<file path="config.mk">
export PLATFORM = sky130hd
export DESIGN_NAME = mcsp_top
export DESIGN_NICKNAME = d
export VERILOG_FILES = /design/src/mcsp_pkg.sv /design/src/mcsp_top.sv
export VERILOG_INCLUDE_DIRS = /design/src
export SDC_FILE = /design/constraint.sdc
export NUM_CORES = 1
export LEC_CHECK = 0
export BUFFER_PORTS_ARGS = -buffer_cell sky130_fd_sc_hd__buf_2
export CORE_MARGIN = 2
export CORE_UTILIZATION = 27
export CTS_CLUSTER_SIZE = 8
export DETAILED_ROUTE_END_ITERATION = 16
export SLEW_MARGIN = 10
export SYNTH_ARGS = -nofsm -noshare
export SYNTH_HDL_FRONTEND = slang
export SYNTH_SLANG_ARGS = --single-unit
</file>
<file path="constraint.sdc">
create_clock -name aclk -period 3.2 [get_ports aclk]
set_clock_uncertainty 0.05 [all_clocks]
set_input_delay 0.32 -clock aclk [delete_from_list [all_inputs] [get_ports aclk]]
set_output_delay 0.32 -clock aclk [all_outputs]
set_load 0.05 [all_outputs]
</file>
<file path="src/mcsp_cfg.svh">
`ifndef MCSP_CFG_SVH
`define MCSP_CFG_SVH
// ---------------------------------------------
// register indexes, byte address is four times
// ---------------------------------------------
`define MCSP_IDX_CTRLA 8'h00
`define MCSP_IDX_CTRLB 8'h01
`define MCSP_IDX_LOCK 8'h02
`define MCSP_IDX_STATUS 8'h03
`define MCSP_IDX_FASTCTRL 8'h10
`define MCSP_IDX_CALIBA 8'h11
`define MCSP_IDX_CALIBB 8'h12
`define MCSP_IDX_SLOWCTRL 8'h18
`define MCSP_IDX_FERR 8'h19
`define MCSP_IDX_UNLOCK 8'h20
// ---------------------------------------------
// field positions and values
// ---------------------------------------------
`define MCSP_CLKOUT_BIT 7
`define MCSP_RSB_BIT 1
`define MCSP_SEL_FAST 2'h0
`define MCSP_SEL_SLOW 2'h1
`define MCSP_SEL_RSVD 2'h2
`define MCSP_SEL_EXT 2'h3
`define MCSP_CTRLB_RESET 8'h11
`define MCSP_UNLOCK_KEY 8'h5a
`define MCSP_UNLOCK_WINDOW 3'h4
// ---------------------------------------------
// timing
// ---------------------------------------------
`define MCSP_CLK_KHZ 20000
`define MCSP_FAST_START_NS 2000
`define MCSP_SLOW_START_NS 5000
`define MCSP_TAIL_EDGES 3'h4
`define MCSP_EXT_EDGES 3'h2
`define MCSP_KHZ_DIV 6'h20
`endif

</file>
<file path="src/mcsp_pkg.sv">
package mcsp_pkg;
  typedef enum logic [1:0] {
    MCSP_ACTIVE = 2'b00,
    MCSP_IDLE = 2'b01,
    MCSP_STANDBY = 2'b10,
    MCSP_POWERDOWN = 2'b11
  } mcsp_sleep_type;

  typedef enum logic [1:0] {
    MCSP_OSC_OFF = 2'b00,
    MCSP_OSC_START = 2'b01,
    MCSP_OSC_TAIL = 2'b10,
    MCSP_OSC_READY = 2'b11
  } mcsp_osc_type;

  typedef struct packed {
    logic ext_clock_started;
    logic slow_ready;
    logic fast_ready;
    logic source_switch_pending;
  } mcsp_status_type;

  typedef struct packed {
    logic [3:0] prescale_divide;
    logic prescale_enable;
  } mcsp_ctrlb_type;
endpackage : mcsp_pkg

</file>
<file path="src/mcsp_top.sv">
`timescale 1ns/10ps
`include "mcsp_cfg.svh"
module mcsp_top #(
  parameter int fast_start_cycles = (`MCSP_FAST_START_NS * `MCSP_CLK_KHZ + 999999) / 1000000,
  parameter int slow_start_cycles = (`MCSP_SLOW_START_NS * `MCSP_CLK_KHZ + 999999) / 1000000
) (
  input wire logic aclk,
  input wire logic aresetn,
  input wire logic [9:0] awaddr,
  input wire logic awvalid,
  output logic awready,
  input wire logic [31:0] wdata,
  input wire logic [3:0] wstrb,
  input wire logic wvalid,
  output logic wready,
  output logic [1:0] bresp,
  output logic bvalid,
  input wire logic bready,
  input wire logic [9:0] araddr,
  input wire logic arvalid,
  output logic arready,
  output logic [31:0] rdata,
  output logic [1:0] rresp,
  output logic rvalid,
  input wire logic rready,
  input wire logic [1:0] sleep_mode,
  input wire logic nvm_busy,
  input wire logic [2:0] peripheral_request,
  input wire logic [2:0] source_clock,
  input wire logic frequency_select_fuse,
  input wire logic trim_lock_fuse,
  input wire logic [5:0] centre_trim_fuse,
  input wire logic [3:0] temp_slope_trim_fuse,
  input wire logic [7:0] frequency_error_fuse,
  output logic [2:0] source_enable,
  output logic main_clock_tick,
  output logic peripheral_clock_tick,
  output logic khz_tick,
  output logic clock_out_enable,
  output logic fast_rc_20mhz,
  output logic [5:0] centre_trim,
  output logic [3:0] temp_slope_trim
);
  // ---------------------------------------------
  // declarations
  // ---------------------------------------------
  localparam logic [1:0] resp_okay = 2'h0;
  localparam logic [1:0] resp_slverr = 2'h2;
  logic [1:0] main_source_select;
  logic [1:0] current_source;
  logic source_switch_pending;
  logic clock_out;
  mcsp_pkg::mcsp_ctrlb_type ctrlb;
  mcsp_pkg::mcsp_status_type status;
  logic main_clock_lock_enable;
  logic [1:0] run_in_standby;
  logic [2:0] unlock_count;
  logic [7:0] frequency_error;
  logic aw_held;
  logic w_held;
  logic [7:0] aw_index;
  logic [7:0] w_byte;
  logic w_lane;
  logic [2:0] sync_a;
  logic [2:0] sync_b;
  logic [2:0] sync_c;
  logic [2:0] source_edge;
  logic [2:0] source_ready;
  logic [2:0] need;
  logic main_run;
  logic [5:0] prescale_count;
  logic [6:0] active_divisor;
  logic [1:0] cur_bit;
  logic [1:0] sel_bit;
  logic [5:0] khz_count;
  logic do_write;
  logic unlocked;
  logic trim_frozen;
  logic [7:0] read_value;
  logic read_known;
  logic [7:0] ar_index;

  // ---------------------------------------------
  // helpers
  // ---------------------------------------------
  // divide by 64 needs a seventh bit
  function automatic logic [6:0] divisor_of(input mcsp_pkg::mcsp_ctrlb_type cb);
    if (!cb.prescale_enable)
    begin
      return 7'h01;
    end
    case (cb.prescale_divide)
      4'h0: return 7'h02;
      4'h1: return 7'h04;
      4'h2: return 7'h08;
      4'h3: return 7'h10;
      4'h4: return 7'h20;
      4'h5: return 7'h40;
      4'h8: return 7'h06;
      4'h9: return 7'h0a;
      4'ha: return 7'h0c;
      4'hb: return 7'h18;
      4'hc: return 7'h30;
      default: return 7'h02;
    endcase
  endfunction : divisor_of

  // external code 3 sits on source bit 2
  function automatic logic [1:0] bit_of(input logic [1:0] sel);
    return (sel == `MCSP_SEL_EXT) ? 2'h2 : sel;
  endfunction : bit_of

  // ---------------------------------------------
  // pin synchronisers, edge on second and third
  // ---------------------------------------------
  genvar g;
  generate
    for (g = 0; g < 3; g++)
    begin : gen_src
      logic [2:0] tail_count;
      logic [9:0] wait_count;
      mcsp_pkg::mcsp_osc_type osc_state;
      always_ff @(posedge aclk)
      begin
        if (!aresetn)
        begin
          sync_a[g] <= 1'b0;
          sync_b[g] <= 1'b0;
          sync_c[g] <= 1'b0;
        end
        else
        begin
          sync_a[g] <= source_clock[g];
          sync_b[g] <= sync_a[g];
          sync_c[g] <= sync_b[g];
        end
      end
      assign source_edge[g] = sync_b[g] & ~sync_c[g];
      // start-up timer (none for the external source), then a tail of source edges
      always_ff @(posedge aclk)
      begin
        if (!aresetn || !need[g])
        begin
          osc_state <= mcsp_pkg::MCSP_OSC_OFF;
          wait_count <= 10'h000;
          tail_count <= 3'h0;
        end
        else
        begin
          case (osc_state)
            mcsp_pkg::MCSP_OSC_OFF:
            begin
              wait_count <= 10'h000;
              tail_count <= 3'h0;
              osc_state <= (g == 2) ? mcsp_pkg::MCSP_OSC_TAIL : mcsp_pkg::MCSP_OSC_START;
            end
            mcsp_pkg::MCSP_OSC_START:
            begin
              wait_count <= wait_count + 10'h001;
              if (int'(wait_count) + 1 >= ((g == 0) ? fast_start_cycles : slow_start_cycles))
              begin
                osc_state <= mcsp_pkg::MCSP_OSC_TAIL;
              end
            end
            mcsp_pkg::MCSP_OSC_TAIL:
            begin
              if (source_edge[g])
              begin
                tail_count <= tail_count + 3'h1;
                if (tail_count + 3'h1 >= ((g == 2) ? `MCSP_EXT_EDGES : `MCSP_TAIL_EDGES))
                begin
                  osc_state <= mcsp_pkg::MCSP_OSC_READY;
                end
              end
            end
            mcsp_pkg::MCSP_OSC_READY:
            begin
              osc_state <= mcsp_pkg::MCSP_OSC_READY;
            end
            default:
            begin
              osc_state <= mcsp_pkg::MCSP_OSC_OFF;
            end
          endcase
        end
      end
      assign source_ready[g] = (osc_state == mcsp_pkg::MCSP_OSC_READY);
    end
  endgenerate

  // ---------------------------------------------
  // clock demand
  // ---------------------------------------------
  assign cur_bit = bit_of(current_source);
  assign sel_bit = bit_of(main_source_select);

  always_comb
  begin
    case (mcsp_pkg::mcsp_sleep_type'(sleep_mode))
      mcsp_pkg::MCSP_ACTIVE: main_run = 1'b1;
      mcsp_pkg::MCSP_IDLE: main_run = 1'b1;
      mcsp_pkg::MCSP_STANDBY: main_run = (|peripheral_request) |
        (current_source != `MCSP_SEL_EXT && run_in_standby[current_source[0]]);
      mcsp_pkg::MCSP_POWERDOWN: main_run = nvm_busy;
      default: main_run = 1'b1;
    endcase
  end

  generate
    for (g = 0; g < 3; g++)
    begin : gen_need
      assign need[g] = peripheral_request[g] |
        (main_run && int'(cur_bit) == g) |
        (source_switch_pending && int'(sel_bit) == g) |
        (g < 2 && run_in_standby[g % 2] && sleep_mode != mcsp_pkg::MCSP_POWERDOWN);
    end
  endgenerate

  always_ff @(posedge aclk)
  begin
    if (!aresetn)
    begin
      source_enable <= 3'h0;
    end
    else
    begin
      source_enable <= need;
    end
  end

  // ---------------------------------------------
  // main, peripheral and kilohertz ticks
  // ---------------------------------------------
  // ticks are whole source edges, so a switch cannot cut a pulse short
  always_ff @(posedge aclk)
  begin
    if (!aresetn)
    begin
      main_clock_tick <= 1'b0;
    end
    else
    begin
      main_clock_tick <= main_run && source_edge[cur_bit] && source_ready[cur_bit];
    end
  end

  // new ratio is taken only at wrap: no runt on the divided clock
  always_ff @(posedge aclk)
  begin
    if (!aresetn)
    begin
      prescale_count <= 6'h00;
      active_divisor <= 7'h06;
      peripheral_clock_tick <= 1'b0;
    end
    else
    begin
      peripheral_clock_tick <= 1'b0;
      if (main_clock_tick)
      begin
        if ({1'b0, prescale_count} + 7'h01 >= active_divisor)
        begin
          prescale_count <= 6'h00;
          peripheral_clock_tick <= 1'b1;
          active_divisor <= divisor_of(ctrlb);
        end
        else
        begin
          prescale_count <= prescale_count + 6'h01;
        end
      end
    end
  end

  always_ff @(posedge aclk)
  begin
    if (!aresetn)
    begin
      khz_count <= 6'h00;
      khz_tick <= 1'b0;
    end
    else
    begin
      khz_tick <= 1'b0;
      if (source_edge[1] && source_ready[1])
      begin
        khz_count <= (khz_count + 6'h01 >= `MCSP_KHZ_DIV) ? 6'h00 : khz_count + 6'h01;
        khz_tick <= (khz_count + 6'h01 >= `MCSP_KHZ_DIV);
      end
    end
  end

  // ---------------------------------------------
  // source switching
  // ---------------------------------------------
  always_ff @(posedge aclk)
  begin
    if (!aresetn)
    begin
      current_source <= `MCSP_SEL_FAST;
      source_switch_pending <= 1'b0;
    end
    else if (source_switch_pending && source_ready[sel_bit])
    begin
      current_source <= main_source_select;
      source_switch_pending <= 1'b0;
    end
    else if (main_source_select != current_source)
    begin
      source_switch_pending <= 1'b1;
    end
  end

  // ---------------------------------------------
  // axi4-lite write side
  // ---------------------------------------------
  assign unlocked = (unlock_count != 3'h0);
  assign trim_frozen = trim_lock_fuse ||
    (main_clock_lock_enable && current_source == `MCSP_SEL_FAST);
  assign do_write = aw_held && w_held && !bvalid;
  assign w_byte = w_lane ? wdata[7:0] : 8'h00;

  always_ff @(posedge aclk)
  begin
    if (!aresetn)
    begin
      aw_held <= 1'b0;
      w_held <= 1'b0;
      awready <= 1'b1;
      wready <= 1'b1;
      aw_index <= 8'h00;
      w_lane <= 1'b0;
      bvalid <= 1'b0;
      bresp <= resp_okay;
    end
    else
    begin
      if (awvalid && awready)
      begin
        aw_held <= 1'b1;
        awready <= 1'b0;
        aw_index <= awaddr[9:2];
      end
      if (wvalid && wready)
      begin
        w_held <= 1'b1;
        wready <= 1'b0;
        w_lane <= wstrb[0];
      end
      if (do_write)
      begin
        aw_held <= 1'b0;
        w_held <= 1'b0;
        bvalid <= 1'b1;
        bresp <= read_map(aw_index) ? resp_okay : resp_slverr;
      end
      if (bvalid && bready)
      begin
        bvalid <= 1'b0;
        awready <= 1'b1;
        wready <= 1'b1;
      end
    end
  end

  function automatic logic read_map(input logic [7:0] idx);
    case (idx)
      `MCSP_IDX_CTRLA, `MCSP_IDX_CTRLB, `MCSP_IDX_LOCK, `MCSP_IDX_STATUS,
      `MCSP_IDX_FASTCTRL, `MCSP_IDX_CALIBA, `MCSP_IDX_CALIBB,
      `MCSP_IDX_SLOWCTRL, `MCSP_IDX_FERR, `MCSP_IDX_UNLOCK: return 1'b1;
      default: return 1'b0;
    endcase
  endfunction : read_map

  // ---------------------------------------------
  // registers
  // ---------------------------------------------
  always_ff @(posedge aclk)
  begin
    if (!aresetn)
    begin
      unlock_count <= 3'h0;
    end
    else if (do_write && aw_index == `MCSP_IDX_UNLOCK && w_byte == `MCSP_UNLOCK_KEY)
    begin
      unlock_count <= `MCSP_UNLOCK_WINDOW;
    end
    else if (do_write || unlocked)
    begin
      unlock_count <= (do_write || unlock_count == 3'h0) ? 3'h0 : unlock_count - 3'h1;
    end
  end

  always_ff @(posedge aclk)
  begin
    if (!aresetn)
    begin
      main_source_select <= `MCSP_SEL_FAST;
      clock_out <= 1'b0;
      ctrlb <= mcsp_pkg::mcsp_ctrlb_type'(5'(`MCSP_CTRLB_RESET));
      main_clock_lock_enable <= trim_lock_fuse;
      run_in_standby <= 2'h0;
      centre_trim <= centre_trim_fuse;
      temp_slope_trim <= temp_slope_trim_fuse;
      fast_rc_20mhz <= frequency_select_fuse;
      frequency_error <= frequency_error_fuse;
    end
    else if (do_write && w_lane && unlocked)
    begin
      case (aw_index)
        `MCSP_IDX_CTRLA:
        begin
          if (!main_clock_lock_enable)
          begin
            clock_out <= w_byte[`MCSP_CLKOUT_BIT];
            if (!source_switch_pending && w_byte[1:0] != `MCSP_SEL_RSVD)
            begin
              main_source_select <= w_byte[1:0];
            end
          end
        end
        `MCSP_IDX_CTRLB:
        begin
          if (!main_clock_lock_enable)
          begin
            ctrlb <= mcsp_pkg::mcsp_ctrlb_type'(w_byte[4:0]);
          end
        end
        `MCSP_IDX_LOCK:
        begin
          if (!main_clock_lock_enable)
          begin
            main_clock_lock_enable <= w_byte[0];
          end
        end
        `MCSP_IDX_FASTCTRL: run_in_standby[0] <= w_byte[`MCSP_RSB_BIT];
        `MCSP_IDX_SLOWCTRL: run_in_standby[1] <= w_byte[`MCSP_RSB_BIT];
        `MCSP_IDX_CALIBA:
        begin
          if (!trim_frozen)
          begin
            centre_trim <= w_byte[5:0];
          end
        end
        `MCSP_IDX_CALIBB:
        begin
          if (!trim_frozen)
          begin
            temp_slope_trim <= w_byte[3:0];
          end
        end
        default:
        begin
          clock_out <= clock_out;
        end
      endcase
    end
  end

  always_ff @(posedge aclk)
  begin
    if (!aresetn)
    begin
      clock_out_enable <= 1'b0;
    end
    else
    begin
      clock_out_enable <= clock_out && main_run;
    end
  end

  // ---------------------------------------------
  // axi4-lite read side
  // ---------------------------------------------
  assign status = '{ext_clock_started: source_ready[2], slow_ready: source_ready[1],
    fast_ready: source_ready[0], source_switch_pending: source_switch_pending};
  assign ar_index = araddr[9:2];

  always_comb
  begin
    read_known = read_map(ar_index);
    case (ar_index)
      `MCSP_IDX_CTRLA: read_value = {clock_out, 5'h00, main_source_select};
      `MCSP_IDX_CTRLB: read_value = {3'h0, ctrlb};
      `MCSP_IDX_LOCK: read_value = {7'h00, main_clock_lock_enable};
      `MCSP_IDX_STATUS: read_value = {status[3], 1'b0, status[2:1], 3'h0, status[0]};
      `MCSP_IDX_FASTCTRL: read_value = {6'h00, run_in_standby[0], 1'b0};
      `MCSP_IDX_SLOWCTRL: read_value = {6'h00, run_in_standby[1], 1'b0};
      `MCSP_IDX_CALIBA: read_value = {2'h0, centre_trim};
      `MCSP_IDX_CALIBB: read_value = {trim_lock_fuse, 3'h0, temp_slope_trim};
      `MCSP_IDX_FERR: read_value = frequency_error;
      default: read_value = 8'h00;
    endcase
  end

  always_ff @(posedge aclk)
  begin
    if (!aresetn)
    begin
      arready <= 1'b1;
      rvalid <= 1'b0;
      rdata <= 32'h00000000;
      rresp <= resp_okay;
    end
    else if (arvalid && arready)
    begin
      arready <= 1'b0;
      rvalid <= 1'b1;
      rdata <= {24'h000000, read_value};
      rresp <= read_known ? resp_okay : resp_slverr;
    end
    else if (rvalid && rready)
    begin
      rvalid <= 1'b0;
      arready <= 1'b1;
    end
  end
endmodule : mcsp_top

</file>
==> results of run 1 <==
-- registers in the layout, summed over array words and instances, names as in the netlist, 2 cells and up, named ones only --
name                flops
gen_src.wait_count     30
gen_src.tail_count      9
aw_index                8
frequency_error         8
rdata                   8
active_divisor          7
centre_trim             6
gen_src.osc_state       6
khz_count               6
prescale_count          6
ctrlb                   5
temp_slope_trim         4
source_enable           3
sync_a                  3
sync_b                  3
sync_c                  3
unlock_count            3
current_source          2
main_source_select      2
run_in_standby          2
-- cell families (layout without fill, tap and decap cells) --
group / count (synthesis) / count (layout)
AO/OA/AOI/OAI: 212 / 212
XOR/XNOR: 17 / 17
adder cells (fa/ha/maj): 18 / 18
buffers and inverters: 113 / 177
flip-flops: 148 / 148
multiplexers: 30 / 30
other: 1 / 27
AND/OR/NAND/NOR: 351 / 351
-- metal layers --
| layer | vias to the layer above | track usage | wire (um) |
|---|---|---|---|
| met5 | - | 0 | 30 |
| met4 | 4 | 0.0390 | 276 |
| met3 | 28 | 0.0356 | 1010 |
| met2 | 138 | 0.213 | 8630 |
| met1 | 3001 | 0.162 | 8500 |
| li1 | 3262 | - | - |
-- how the worst max path moves through the flow --
stage / start / end / slack (ns) / cells after the start
global route: prescale_count[0] / prescale_count[2] / 0.32 / 9
finish: prescale_count[0] / prescale_count[2] / 0.54 / 9
global placement: prescale_count[0] / prescale_count[2] / 0.59 / 9
detailed placement: prescale_count[0] / prescale_count[2] / 0.57 / 9
floorplan: bvalid / centre_trim[0] / 0.89 / 5
CTS: prescale_count[0] / prescale_count[2] / 0.55 / 9
-- cell type report --
type / count / area [um^2]
Sequential cell: 148 / 3160
Fill cell: 2926 / 18700
Inverter: 40 / 150
Multi-Input combinational cell: 654 / 3920
Antenna cell: 1 / 2.50
Timing Repair Buffer: 105 / 556
Clock buffer: 22 / 454
Clock inverter: 10 / 158
Tap cell: 378 / 473
-- cell usage after synthesis (17+ instances only) --
cell type / count
edfxtp_1: 20
nand2_1: 85
nor3_1: 28
nand3_1: 48
mux2i_1: 17
o21ai_0: 44
dfxtp_1: 128
ha_1: 18
inv_1: 39
a21oi_1: 64
nor2_1: 93
clkbuf_1: 41
a22oi_1: 22
buf_4: 26
-- metrics by stage --
step / cell area (um^2) / std cells / hold WS [ns] / setup slack (ns) / power, W
after global placement: 8260 / 1325 / 0.372 / 0.587 / 0.00275
after floorplan: 7600 / 915 / 0.362 / 0.890 / 0.00260
after detailed placement: 8260 / 1325 / 0.375 / 0.570 / 0.00277
final: 8870 / 1358 / 0.0194 / 0.543 / 0.00481
after CTS: 8870 / 1357 / 0.00393 / 0.553 / 0.00486
after global routing: 8870 / 1357 / 0.000974 / 0.322 / 0.00503
-- power by group through the flow --
stage | Combinational, W | Sequential [W] | Clock, W
floorplan | 0.000486 | 0.00212 | 0
finish | 0.000627 | 0.00210 | 0.00208
detailed placement | 0.000625 | 0.00214 | 0
global placement | 0.000615 | 0.00214 | 0
CTS | 0.000630 | 0.00210 | 0.00213
global route | 0.000688 | 0.00212 | 0.00222
-- critical path, cell delays in order (launching register included) --
cell      delay (ns)
dfxtp_1         0.39
ha_1            0.24
nand3_1         0.17
xnor2_1         0.17
ha_1            0.30
nand4_1         0.09
o211ai_1        0.52
buf_4           0.26
o21ai_0         0.08
a31o_2          0.27
==> impl_metrics.yaml, run 1 <==
run_status:
  outcome: "finished clean"
power_and_ir_drop:
  sw_frac_of_total: 0.270
  p_switching_w: 0.00130
  power_per_cell_area_nw_per_um2: 542
  intPower_w: 0.00351
  sequentialPowerShare: 0.437
  combPwrFrac: 0.130
  p_clk_frac: 0.433
  power.leakage_nw: 3.59
  peakVddDrop_v: 0.000359
timing:
  slew_viol_final: 0
  fin_crit_sh: 0.830
  slew_headroom: 0.546
  hold_violations: 0
  min_period_ns: 2.66
  setup_viol: 0
  fmax_mhz: 376
  rsz0062_at_grt: "false"
  finalSetupTns_ns: 0
  worst_pin_slew_ns: 0.679
min_path:
  holdPathEnd: "fast_rc_20mhz"
  hp-start: "frequency_select_fuse"
  hold_path_class: "in2reg"
  hold_depth: 1
synthesis:
  ys_ff_latch: 148
  ys_seq_area_frac: 0.421
  synth_simple_gate_area_frac: 0.233
  netlist.area_leader.share: 0.341
  ys_types: 76
  synthCells: 890
  synth.avg_cell_area_um2: 8.44
  yosysTopAreaCell: "dfxtp_1"
  synthesis.area_um2: 7510
  synth_compound_area_frac: 0.183
  synth_xor_xnor_area_share: 0.0198
  synthAdderAreaFrac: 0.0300
  synth_top_family_by_area: "simple AND/OR/NAND/NOR gates"
  muxShareOfSynthArea: 0.0422
  ys_async_sr_fraction: 0
  synth_edf_count: 20
  ys.flop_type: "dfxtp_1"
  yosys_warnings: 0
  synth_area_leaders: "dfxtp_1 34%, edfxtp_1 8.0%, nor2_1 4.6%"
clocking:
  cts-resized-gates: 0
  clkTransAtPathRegs_ns: 0.06
  clockBufferDepth: 2
  ctsHoldBuffers: 0
  cts_sinks: 148
  cts_tree: "yes"
  numCtsBuffers: 17
  root_buffer: "clkbuf_16"
  clk_latency_ns: 0.42
  h-tree-depth: 4
  cts_setup_buffers: 0
die:
  row_count: 61
  die_x_um: 171
  fp.dieH_um: 171
  io_pins: 151
  dieArea_um2: 29200
  coreArea_um2: 27600
  initial_core_util: 0.273
detailed_routing:
  wirelength_mm: 18.4
  drtAntennaViolNets: 0
  drc_errors: 0
  drt-initial-drc-count: 393
  dr.pass1.iters: 8
  via_count: 6433
  post_drt_wl_per_cell_um: 13.6
  viasPerCell: 4.74
setup_path:
  r2r-start: "prescale_count[0]"
  arrival_ns: 2.92
  start_kind: "flip-flop"
  reg2reg_slack_ns: 0.54
  reg2regPathDepth: 9
  crit_type: "reg2reg"
  cp_max_fo: 8
  worstPathRequired_ns: 3.46
  endpoint_kind: "flip-flop"
  worstReg2RegEnd: "prescale_count[2]"
layout:
  final_cell_mix: "128 x dfxtp_1, 93 x nor2_1, 93 x buf_2, 85 x nand2_1, 64 x a21oi_1"
  nNetsFinal: 1076
  drive_gt1_frac: 0.171
  final_common_cell: "dfxtp_1"
  syn_to_final_growth_pct: 18.1
  utilization: 0.322
global_routing:
  grt_pass1_wl_mm: 30.0
  grt_overflow: 0
  grt_use_total: 0.128
  grt_max_degree: 39
  grt_pass1_vias: 5942
  antenna_found_initial: 3
placement:
  gp_congestion: 0.836
  hpwl_mm: 13.5
  io_buffer_count: 93
flow_run:
  cap_violations: 0
(Power assumes the default switching activity.)
==> run 2: changes to the inputs <==
==> constraint.sdc (replaced) <==
create_clock -name aclk -period 2.32 [get_ports aclk]
set_clock_uncertainty 0.05 [all_clocks]
set_input_delay 0.232 -clock aclk [delete_from_list [all_inputs] [get_ports aclk]]
set_output_delay 0.232 -clock aclk [all_outputs]
set_load 0.05 [all_outputs]
==> run 2 against run 1 <==
Clock-buffer cell count down 2. Total power up 42%. Final cell count up 2.3%. Fmax up 22%. Die area unchanged. First-iteration DRC count down 5.3%. Setup slack worse by 0.39 ns. Critical path type unchanged. Highest routed layer unchanged.
==> impl_metrics.yaml, run 2 (synthesis gave the netlist of run 1 again) <==
layout:
  nNetsFinal: 1107
  largestRegisters: "gen_src.wait_count (30), gen_src.tail_count (9)"
  largest_register_ff_count: 30
  seqCellArea_um2: 3170
  multiInputGateArea_um2: 3940
  fillers: 2855
  final_common_cell: "dfxtp_1"
  instances_no_fill: 1389
  drive_gt1_frac: 0.193
  largest-register: "gen_src.wait_count"
  final_cell_mix: "125 x dfxtp_1, 93 x nor2_1, 93 x buf_2, 84 x nand2_1, 63 x a21oi_1"
  syn_to_final_growth_pct: 22.6
timing:
  slew_viol_final: 0
  fin_crit_sh: 0.936
  slew_headroom: 0.423
  min_period_ns: 2.17
  setup_viol: 0
  worst_pin_slew_ns: 0.865
  fin_ws_ns: 0.150
  fmax_mhz: 461
  finalSetupTns_ns: 0
  rsz0062_at_grt: "false"
  hold_violations: 0
setup_path:
  endpoint_kind: "flip-flop"
  r2r-start: "unlock_count[0]"
  reg2regPathDepth: 9
  crit_start: "unlock_count[0]"
  crit_type: "reg2reg"
  reg2reg_slack_ns: 0.15
  arrival_ns: 2.43
  start_kind: "flip-flop"
  cp_max_fo: 6
  worstPathRequired_ns: 2.58
power_and_ir_drop:
  sequentialPowerShare: 0.417
  p_clk_frac: 0.440
  p_switching_w: 0.00184
  power_per_cell_area_nw_per_um2: 741
  combPwrFrac: 0.143
  power.leakage_nw: 3.75
  sw_frac_of_total: 0.270
  intPower_w: 0.00498
  peakVddDrop_v: 0.000484
placement:
  place_ws_ns: 0.0722
  hpwl_mm: 13.7
  placedCellCount: 1344
  gp_congestion: 0.805
  io_buffer_count: 93
global_routing:
  grt_overflow: 0
  grt_pass1_vias: 5968
  grt_pass1_wl_mm: 30.6
  grt_max_degree: 35
  antenna_found_initial: 3
  grt_use_total: 0.132
clocking:
  numCtsBuffers: 17
  cts_tree: "yes"
  cts_setup_buffers: 0
  clk_latency_ns: 0.42
  clockBufferDepth: 2
  h-tree-depth: 4
  clkTransAtPathRegs_ns: 0.06
  cts_sinks: 148
  root_buffer: "clkbuf_16"
detailed_routing:
  post_drt_wl_per_cell_um: 13.5
  via_count: 6492
  drtAntennaViolNets: 0
  dr.pass1.iters: 5
  viasPerCell: 4.67
  drc_errors: 0
  wirelength_mm: 18.7
  drt-initial-drc-count: 372
die:
  die_x_um: 171
  row_count: 61
  dieArea_um2: 29200
  coreArea_um2: 27600
  initial_core_util: 0.273
  io_pins: 151
  fp.dieH_um: 171
min_path:
  hold_path_class: "in2reg"
flow_run:
  cap_violations: 0
run_status:
  outcome: "finished clean"
run 2: cell types whose count changed in the layout (fill, tap and decap cells not counted), sizes merged:
| cell | delta |
|---|---|
| buf | +19 |
| dlygate4sd3 | +12 |
| clkbuf | -2 |
| clkinv | -2 |
| clkinvlp | +2 |
| bufinv | +1 |
| inv | +1 |
run 2: worst max-delay path, stage by stage (launching register included):
cell and delay, ns:
dfxtp_1 0.34, inv_1 0.07, ha_1 0.21, nand2b_1 0.20
nand3_1 0.19, buf_4 0.20, nor2_1 0.14, mux2i_1 0.33
inv_1 0.08, a32o_1 0.26
run 2: metal layers:
layer	GRT usage	part of all wire	wire length, um
met5	0	0.0014	26
met4	0.0394	0.012	225
met3	0.0352	0.048	889
met2	0.216	0.48	8920
met1	0.171	0.46	8640
run 2: area by class of cell:
cell class / instances / share of cell area
multi-input combinational: 654 / 0.428
inverter: 40 / 0.0163
clock buffer: 20 / 0.0474
timing repair buffer: 136 / 0.0903
antenna: 1 / 0.000272
clock inverter: 12 / 0.0222
sequential: 148 / 0.344
tap: 378 / 0.0514
run 2: how the worst min path moves through the flow:
stage                            start            endpoint  slack (ns)  cells past startpoint
4_1_cts                       wstrb[0]              w_lane       0.007                      3
5_1_grt                      awaddr[9]         aw_index[7]        0.01                      3
3_3_place_gp   frequency_error_fuse[7]  frequency_error[7]        0.36                      1
3_5_place_dp   frequency_error_fuse[2]  frequency_error[2]        0.36                      1
2_1_floorplan    frequency_select_fuse       fast_rc_20mhz        0.28                      0
6_report                        bready             awready        0.02                      3
run 2: per-stage QoR:
stage                     utilization  hold slack (ns)  area (um^2)  power (W)
after floorplan                     -            0.281         7600    0.00359
after global placement          0.305            0.362         8410    0.00383
after detailed placement        0.305            0.364         8410    0.00385
after CTS                       0.333          0.00667         9170    0.00688
after global routing            0.334           0.0125         9200    0.00715
final                           0.334           0.0172         9210    0.00682
run 2: repair_timing:
action | CTS | global route
hold buffers | 12 | 0
hold endpoints to repair | 12 | 0
resized for setup | 0 | 12
endpoints found under the setup margin | 0 | 21
run 2: power groups by stage:
stage / logic (W) / registers (W) / clock network [W]
final: 0.000976 / 0.00284 / 0.00300
after global routing: 0.00109 / 0.00286 / 0.00320
after CTS: 0.000972 / 0.00284 / 0.00306
after detailed placement: 0.000951 / 0.00290 / 0
after global placement: 0.000937 / 0.00290 / 0
after floorplan: 0.000670 / 0.00292 / 0
